**config.mk**
```make
export PLATFORM = sky130hd
export DESIGN_NAME = gpc_port
export DESIGN_NICKNAME = d
export VERILOG_FILES = /design/src/rtl/gpc_pkg.sv /design/src/rtl/gpc_port.sv
export SDC_FILE = /design/constraint.sdc
export NUM_CORES = 1
export LEC_CHECK = 0
export BUFFER_PORTS_ARGS = -buffer_cell sky130_fd_sc_hd__buf_4
export CAP_MARGIN = 10
export CORE_ASPECT_RATIO = 1.1
export CORE_MARGIN = 4
export CORE_UTILIZATION = 43
export DETAILED_ROUTE_END_ITERATION = 16
export PLACE_DENSITY = 0.66
export SKIP_CTS_REPAIR_TIMING = 1
export SLEW_MARGIN = 20
export SYNTH_ARGS = -nofsm -noshare
export SYNTH_HDL_FRONTEND = slang
export SYNTH_SLANG_ARGS = --single-unit
```
**constraint.sdc**
```tcl
create_clock -name clk -period 9.13 [get_ports clk]
set_input_delay 2.2825 -clock clk [delete_from_list [all_inputs] [get_ports clk]]
set_output_delay 2.2825 -clock clk [all_outputs]
set_load 0.01 [all_outputs]
```
**src/rtl/gpc_pkg.sv**
```systemverilog
/*
  Package of the pin-change GPIO port block: register offsets, field
  positions, reset values and sizes shared by design and bench.
  Assumes an 8-bit register port with one-cycle strobes and 200 MHz clk.
*/
`default_nettype none

package gpc_pkg;

  localparam int NUM_PORTS = 4;
  localparam int PORT_WIDTH = 8;

  // port registers: base + 3 * port index
  localparam logic [7:0] PORT_INPUT_BASE = 8'h20;
  localparam logic [7:0] PORT_DIRECTION_BASE = 8'h21;
  localparam logic [7:0] PORT_OUTPUT_BASE = 8'h22;
  localparam logic [7:0] PORT_STRIDE = 8'h03;

  localparam logic [7:0] PIN_CHANGE_FLAG_OFFSET = 8'h3B;
  localparam logic [7:0] MCU_CONTROL_OFFSET = 8'h55;
  localparam logic [7:0] PIN_CHANGE_CONTROL_OFFSET = 8'h68;
  localparam logic [7:0] PIN_CHANGE_MASK_GROUP0_OFFSET = 8'h6B;
  localparam logic [7:0] PIN_CHANGE_MASK_GROUP1_OFFSET = 8'h6C;
  localparam logic [7:0] PIN_CHANGE_MASK_GROUP2_OFFSET = 8'h6D;
  localparam logic [7:0] PIN_CHANGE_MASK_GROUP3_OFFSET = 8'h73;

  localparam int GLOBAL_PULLUP_DISABLE_BIT = 4;

  localparam logic [7:0] PORT_REG_RESET = 8'h00;
  localparam logic [7:0] MASK_RESET = 8'h00;
  localparam logic [3:0] FLAG_RESET = 4'h0;
  localparam logic [3:0] CONTROL_RESET = 4'h0;
  localparam logic PULLUP_DISABLE_RESET = 1'b0;

endpackage

`default_nettype wire

```
**src/rtl/gpc_port.sv**
```systemverilog
/*
  General-purpose I/O port logic for four eight-bit ports with the
  pin-change interrupt unit watching all 32 pins in four groups.
  Assumes an 8-bit register port on clk, read data one cycle after the
  read strobe, and asynchronous pin levels on pin_in.
*/
// Design decision made here: the address-and-strobe port.
`default_nettype none

module gpc_port
(
  // clock and reset
  input  wire logic        clk,
  input  wire logic        reset,
  // register port
  input  wire logic [7:0]  reg_addr,
  input  wire logic [7:0]  reg_wdata,
  input  wire logic        reg_write,
  input  wire logic        reg_read,
  output logic      [7:0]  reg_rdata,
  // single-bit access: set or clear bit reg_bit of reg_addr; on flag and input regs set writes a one (clear/toggle), clear writes nothing
  input  wire logic        bit_set,
  input  wire logic        bit_clear,
  input  wire logic [2:0]  reg_bit,
  // cpu interrupt side
  input  wire logic        global_irq_enable,
  input  wire logic [3:0]  irq_ack,
  output logic [3:0]       irq_vector_request,
  output logic             irq,
  // pins
  input  wire logic [31:0] pin_in,
  output logic      [31:0] pin_out,
  output logic      [31:0] pin_oe,
  output logic      [31:0] pin_pullup
);

  localparam int NP = gpc_pkg::NUM_PORTS;
  localparam int PW = gpc_pkg::PORT_WIDTH;

  logic [31:0] port_output_reg;
  logic [31:0] port_direction_reg;
  logic [31:0] sync_stage1;
  logic [31:0] port_input_reg;
  logic [31:0] prev_sample;
  logic [31:0] pin_change_mask;
  logic [3:0]  pin_change_flag_reg;
  logic [3:0]  pin_change_control_reg;
  logic        global_pullup_disable;

  // any write, whole-byte or single-bit
  wire        any_write = reg_write | bit_set | bit_clear;
  wire [7:0]  bit_onehot = 8'h01 << reg_bit;

  // register selects
  wire sel_flag = reg_addr == gpc_pkg::PIN_CHANGE_FLAG_OFFSET;
  wire sel_ctrl = reg_addr == gpc_pkg::PIN_CHANGE_CONTROL_OFFSET;
  wire sel_mcu  = reg_addr == gpc_pkg::MCU_CONTROL_OFFSET;
  wire [3:0] sel_mask;
  assign sel_mask[0] = reg_addr == gpc_pkg::PIN_CHANGE_MASK_GROUP0_OFFSET;
  assign sel_mask[1] = reg_addr == gpc_pkg::PIN_CHANGE_MASK_GROUP1_OFFSET;
  assign sel_mask[2] = reg_addr == gpc_pkg::PIN_CHANGE_MASK_GROUP2_OFFSET;
  assign sel_mask[3] = reg_addr == gpc_pkg::PIN_CHANGE_MASK_GROUP3_OFFSET;

  wire [3:0] sel_in;
  wire [3:0] sel_dir;
  wire [3:0] sel_out;

  // current value of the addressed storage, for read and bit access
  logic [7:0] cur_value;
  logic [7:0] next_rdata;

  // value a bit access writes: read-modify-write except on toggle/clear regs
  wire        w1_reg = sel_flag | (|sel_in);
  wire [7:0]  eff_wdata = reg_write ? reg_wdata :
                          bit_set ? (w1_reg ? bit_onehot : (cur_value | bit_onehot)) :
                          (w1_reg ? 8'h00 : (cur_value & ~bit_onehot));

  // group change requests
  wire [31:0] pin_changed = port_input_reg ^ prev_sample;
  wire [3:0]  group_request;
  wire [3:0]  flag_clear = (sel_flag && any_write) ? eff_wdata[3:0] : 4'h0;

  genvar g;
  generate
    for (g = 0; g < NP; g++)
    begin : g_port
      assign sel_in[g]  = reg_addr == gpc_pkg::PORT_INPUT_BASE
                          + 8'(g) * gpc_pkg::PORT_STRIDE;
      assign sel_dir[g] = reg_addr == gpc_pkg::PORT_DIRECTION_BASE
                          + 8'(g) * gpc_pkg::PORT_STRIDE;
      assign sel_out[g] = reg_addr == gpc_pkg::PORT_OUTPUT_BASE
                          + 8'(g) * gpc_pkg::PORT_STRIDE;
      // masked-in pins with group enabled raise the request
      assign group_request[g] = pin_change_control_reg[g]
        & (|(pin_changed[g*PW +: PW] & pin_change_mask[g*PW +: PW]));

      always_ff @(posedge clk)
      begin
        if (reset)
        begin
          port_output_reg[g*PW +: PW] <= gpc_pkg::PORT_REG_RESET;
          port_direction_reg[g*PW +: PW] <= gpc_pkg::PORT_REG_RESET;
          pin_change_mask[g*PW +: PW] <= gpc_pkg::MASK_RESET;
        end
        else if (any_write)
        begin
          if (sel_out[g])
            port_output_reg[g*PW +: PW] <= eff_wdata;
          else if (sel_in[g])
            port_output_reg[g*PW +: PW] <= port_output_reg[g*PW +: PW] ^ eff_wdata;
          if (sel_dir[g])
            port_direction_reg[g*PW +: PW] <= eff_wdata;
          if (sel_mask[g])
            pin_change_mask[g*PW +: PW] <= eff_wdata;
        end
      end
    end
  endgenerate

  // per-pin drive: each pin decided alone
  genvar p;
  generate
    for (p = 0; p < 32; p++)
    begin : g_pin
      assign pin_oe[p] = port_direction_reg[p] & ~reset;
      assign pin_out[p] = port_output_reg[p] & port_direction_reg[p] & ~reset;
      assign pin_pullup[p] = ~port_direction_reg[p] & port_output_reg[p]
                             & ~global_pullup_disable & ~reset;
    end
  endgenerate

  // read mux
  always_comb
  begin
    cur_value = 8'h00;
    for (int i = 0; i < NP; i++)
    begin
      if (sel_in[i])
        cur_value = port_input_reg[i*PW +: PW];
      if (sel_dir[i])
        cur_value = port_direction_reg[i*PW +: PW];
      if (sel_out[i])
        cur_value = port_output_reg[i*PW +: PW];
      if (sel_mask[i])
        cur_value = pin_change_mask[i*PW +: PW];
    end
    if (sel_flag)
      cur_value = {4'h0, pin_change_flag_reg};
    if (sel_ctrl)
      cur_value = {4'h0, pin_change_control_reg};
    if (sel_mcu)
      cur_value = 8'(global_pullup_disable) << gpc_pkg::GLOBAL_PULLUP_DISABLE_BIT;
  end

  assign next_rdata = reg_read ? cur_value : 8'h00;

  // synchronizer, previous sample and control state
  always_ff @(posedge clk)
  begin
    if (reset)
    begin
      sync_stage1 <= '0;
      port_input_reg <= '0;
      prev_sample <= '0;
      reg_rdata <= 8'h00;
      pin_change_flag_reg <= gpc_pkg::FLAG_RESET;
      pin_change_control_reg <= gpc_pkg::CONTROL_RESET;
      global_pullup_disable <= gpc_pkg::PULLUP_DISABLE_RESET;
    end
    else
    begin
      sync_stage1 <= pin_in;
      port_input_reg <= sync_stage1;
      prev_sample <= port_input_reg;
      reg_rdata <= next_rdata;
      // set wins over software or acknowledge clear
      pin_change_flag_reg <= group_request
                             | (pin_change_flag_reg & ~flag_clear & ~irq_ack);
      if (sel_ctrl && any_write)
        pin_change_control_reg <= eff_wdata[3:0];
      if (sel_mcu && any_write)
        global_pullup_disable <= eff_wdata[gpc_pkg::GLOBAL_PULLUP_DISABLE_BIT];
    end
  end

  assign irq_vector_request = pin_change_flag_reg & pin_change_control_reg
                              & {4{global_irq_enable}};
  assign irq = |(pin_change_flag_reg & pin_change_control_reg);

endmodule

`default_nettype wire

```
==> results.yml <==
run_status:
  status: "finished, final reports clean"
place:
  port_buffers: 170
  hpwlAfterDp_um: 27900
  placed_cells: 1620
  gp_congestion: 1.03
  post-place-ws_ps: 2940
timing:
  hold_viol_final: 0
  max_freq_mhz: 162
  min_period_ps: 6180
  relSlewSlack_pct: 22.3
  finalSetupViolCount: 0
  drv_slew: 0
  worst_pin_slew_ps: 1160
  clock_skew_ps: 14.3
  grt_setup_unrepaired: "no"
  setup_slack_ps: 2950
  setup_tns_ps: 0
  period_share_pct: 67.6
clock_network:
  clk_pin_slew_ps: 50
  cts_sinks: 209
  clk_path_buf_depth: 3
  clock_latency_ps: 510
  cts_buffers: 22
  cts_tree: "yes"
  htreeDepth: 1
  clockRootBuffer: "clkbuf_16"
finish:
  final_common_cell: "dfxtp_1"
  drive_gt1_share_pct: 18.0
  nNetsFinal: 1402
  mostFrequentLayoutCells: "209 x dfxtp_1, 183 x buf_4, 140 x nor2b_1, 95 x nor2_1, 58 x a21oi_1"
  area_delta_synth_final_pct: 19.5
  n_fill_cell: 2301
  fin_cells: 1660
critical_path:
  crit_slowest_cell: "buf_4"
  end_kind: "primary output"
  cp.arrival_ps: 3890
  crit_chain: "buf_6 -> buf_4 -> nor2b_1 -> and2_1 -> buf_4"
  crit_type: "in -> out"
  critPathMaxFanout: 69
  critical_path.most_common_cell: "buf_4"
  critPathBufInv: 3
  max_stage_delay_ps: 680
  cp-start-kind: "input port"
  critPathTopFamily: "buffers and inverters"
  worstPathRequired_ps: 6850
global_routing:
  grt_start_max_net_pins: 91
  grt_pass1_wl_um: 57600
  grt_overflow_total: 0
  antenna_found_initial: 1
  grt_usage_pct: 27.7
  grt_pass1_vias: 9081
detailed_routing:
  wirelength_um: 38900
  drcViolationCount: 0
  ant_nets: 0
  routed_via_density: 6.05
  first_iter_violations: 1077
  vias: 10000
  drtPass1Iterations: 6
  avgRoutedWirePerCell_um: 23.4
logic_synthesis:
  synth-async-reset-ratio_pct: 0
  syn_nets: 1294
  synth_edf_count: 0
  ys_types: 80
  synth_seq_cells: 209
  syn_inst: 1232
  syn-cell-area_um2: 10500
  ys.flop_type: "dfxtp_1"
  synth_warnings: 0
  yosysTopAreaCell: "dfxtp_1"
  syn_avg_cell_area_um2: 8.55
  yosysTopAreaCellShare_pct: 39.7
  ys_seq_area_share_pct: 39.7
  yosys-top-cells-area: "dfxtp_1 40%, nor2b_1 8.3%, mux2i_1 3.4%"
run:
  drv_cap: 0
power:
  p_leak_nw: 4.83
  peakVddDrop_mv: 0.159
  power_density_nw_per_um2: 157
die:
  start_util_pct: 44.0
  design.die.area_um2: 27100
  num_rows: 59
  die-height_um: 172
  io_pins: 171
  die_w_um: 157
  core_area_um2: 23900
worst_hold_path:
  hp-class: "reg -> reg"
[power breakdown]
part	leakage (nW)	switching [mW]	internal, mW
combinational	2.79	0.110	0.0572
clock	0.344	0.365	0.504
sequential	1.70	0.0127	0.930
[cells by family (layout without fill, tap and decap cells)]
logic type | Yosys count | count (layout) | synth area share (%)
simple gates | 511 | 511 | 27.2
compound gates | 315 | 315 | 20.9
flops | 209 | 209 | 39.7
buf+inv | 120 | 242 | 4.95
mux | 45 | 45 | 4.49
xor+xnor | 32 | 32 | 2.66
other cells | 0 | 1 | 0
[area by class of cell]
type / instances / area, um^2 / share of cell area (%)
tap: 305 / 382 / 3.03
timing repair buffer: 185 / 1400 / 11.1
clock inverter: 10 / 87.6 / 0.696
multi-input combinational: 903 / 5840 / 46.4
inverter: 19 / 71.3 / 0.567
clock buffer: 28 / 614 / 4.88
antenna: 1 / 2.50 / 0.0199
sequential: 209 / 4180 / 33.3
[metal layers]
layer,GRT usage [%],part of all wire [%]
met1,37.8,41
met4,10.4,4.1
met2,44.0,45
met3,4.83,9.7
met5,0,0
[per-stage QoR]
stage / hold WS [ps] / area, um^2 / utilization (%) / total power, mW
2_1_floorplan: 414 / 10500 / - / 1.06
3_3_place_gp: 415 / 11900 / 49.6 / 1.13
3_5_place_dp: 420 / 11900 / 49.6 / 1.13
4_1_cts: 431 / 12600 / 52.5 / 1.99
5_1_grt: 450 / 12600 / 52.6 / 2.04
6_report: 431 / 12600 / 52.6 / 1.98
[worst register-to-register path, cell delays in order, from the launching register on]
cell       delay (ps)
dfxtp_1           410
mux2_2            310
a22oi_1           370
o21ai_1           120
a221oi_1          470
o2111ai_1         440
a31oi_4           840
a2bb2oi_1         250
a31oi_1           100
[cell usage after synthesis, types with 7 or more instances]
| master | n |
|---|---|
| o211ai_1 | 18 |
| nand2_1 | 57 |
| o21ai_0 | 45 |
| a21oi_1 | 58 |
| a22oi_1 | 32 |
| nand3_1 | 36 |
| o21ai_1 | 10 |
| nand2b_1 | 9 |
| xor2_1 | 32 |
| nor2_1 | 95 |
| o22ai_1 | 10 |
| nor3b_1 | 28 |
| clkbuf_1 | 62 |
| a211oi_1 | 38 |
| inv_1 | 17 |
| mux2i_1 | 36 |
| dfxtp_1 | 209 |
| and2_1 | 38 |
| and3_1 | 13 |
| a22o_1 | 7 |
| o2111ai_1 | 8 |
| or3_1 | 13 |
| nor2b_1 | 140 |
| buf_2 | 24 |
| nor3_1 | 31 |
| a31oi_1 | 11 |
| buf_4 | 11 |
| nand4_1 | 17 |
| o31ai_1 | 7 |
| a211o_1 | 11 |
[final timing paths]
check | slack [ps] | startpoint | depth (start not counted) | endpoint
hold / removal | 430 | sync_stage1[28] | 1 | port_input_reg[28]
setup reg to reg | 5670 | port_input_reg[26] | 8 | port_output_reg[26]
setup / recovery | 2950 | reset | 5 | pin_out[15]
hold reg to reg | 430 | sync_stage1[28] | 1 | port_input_reg[28]
Note: power is estimated with default switching activity, not from simulation.
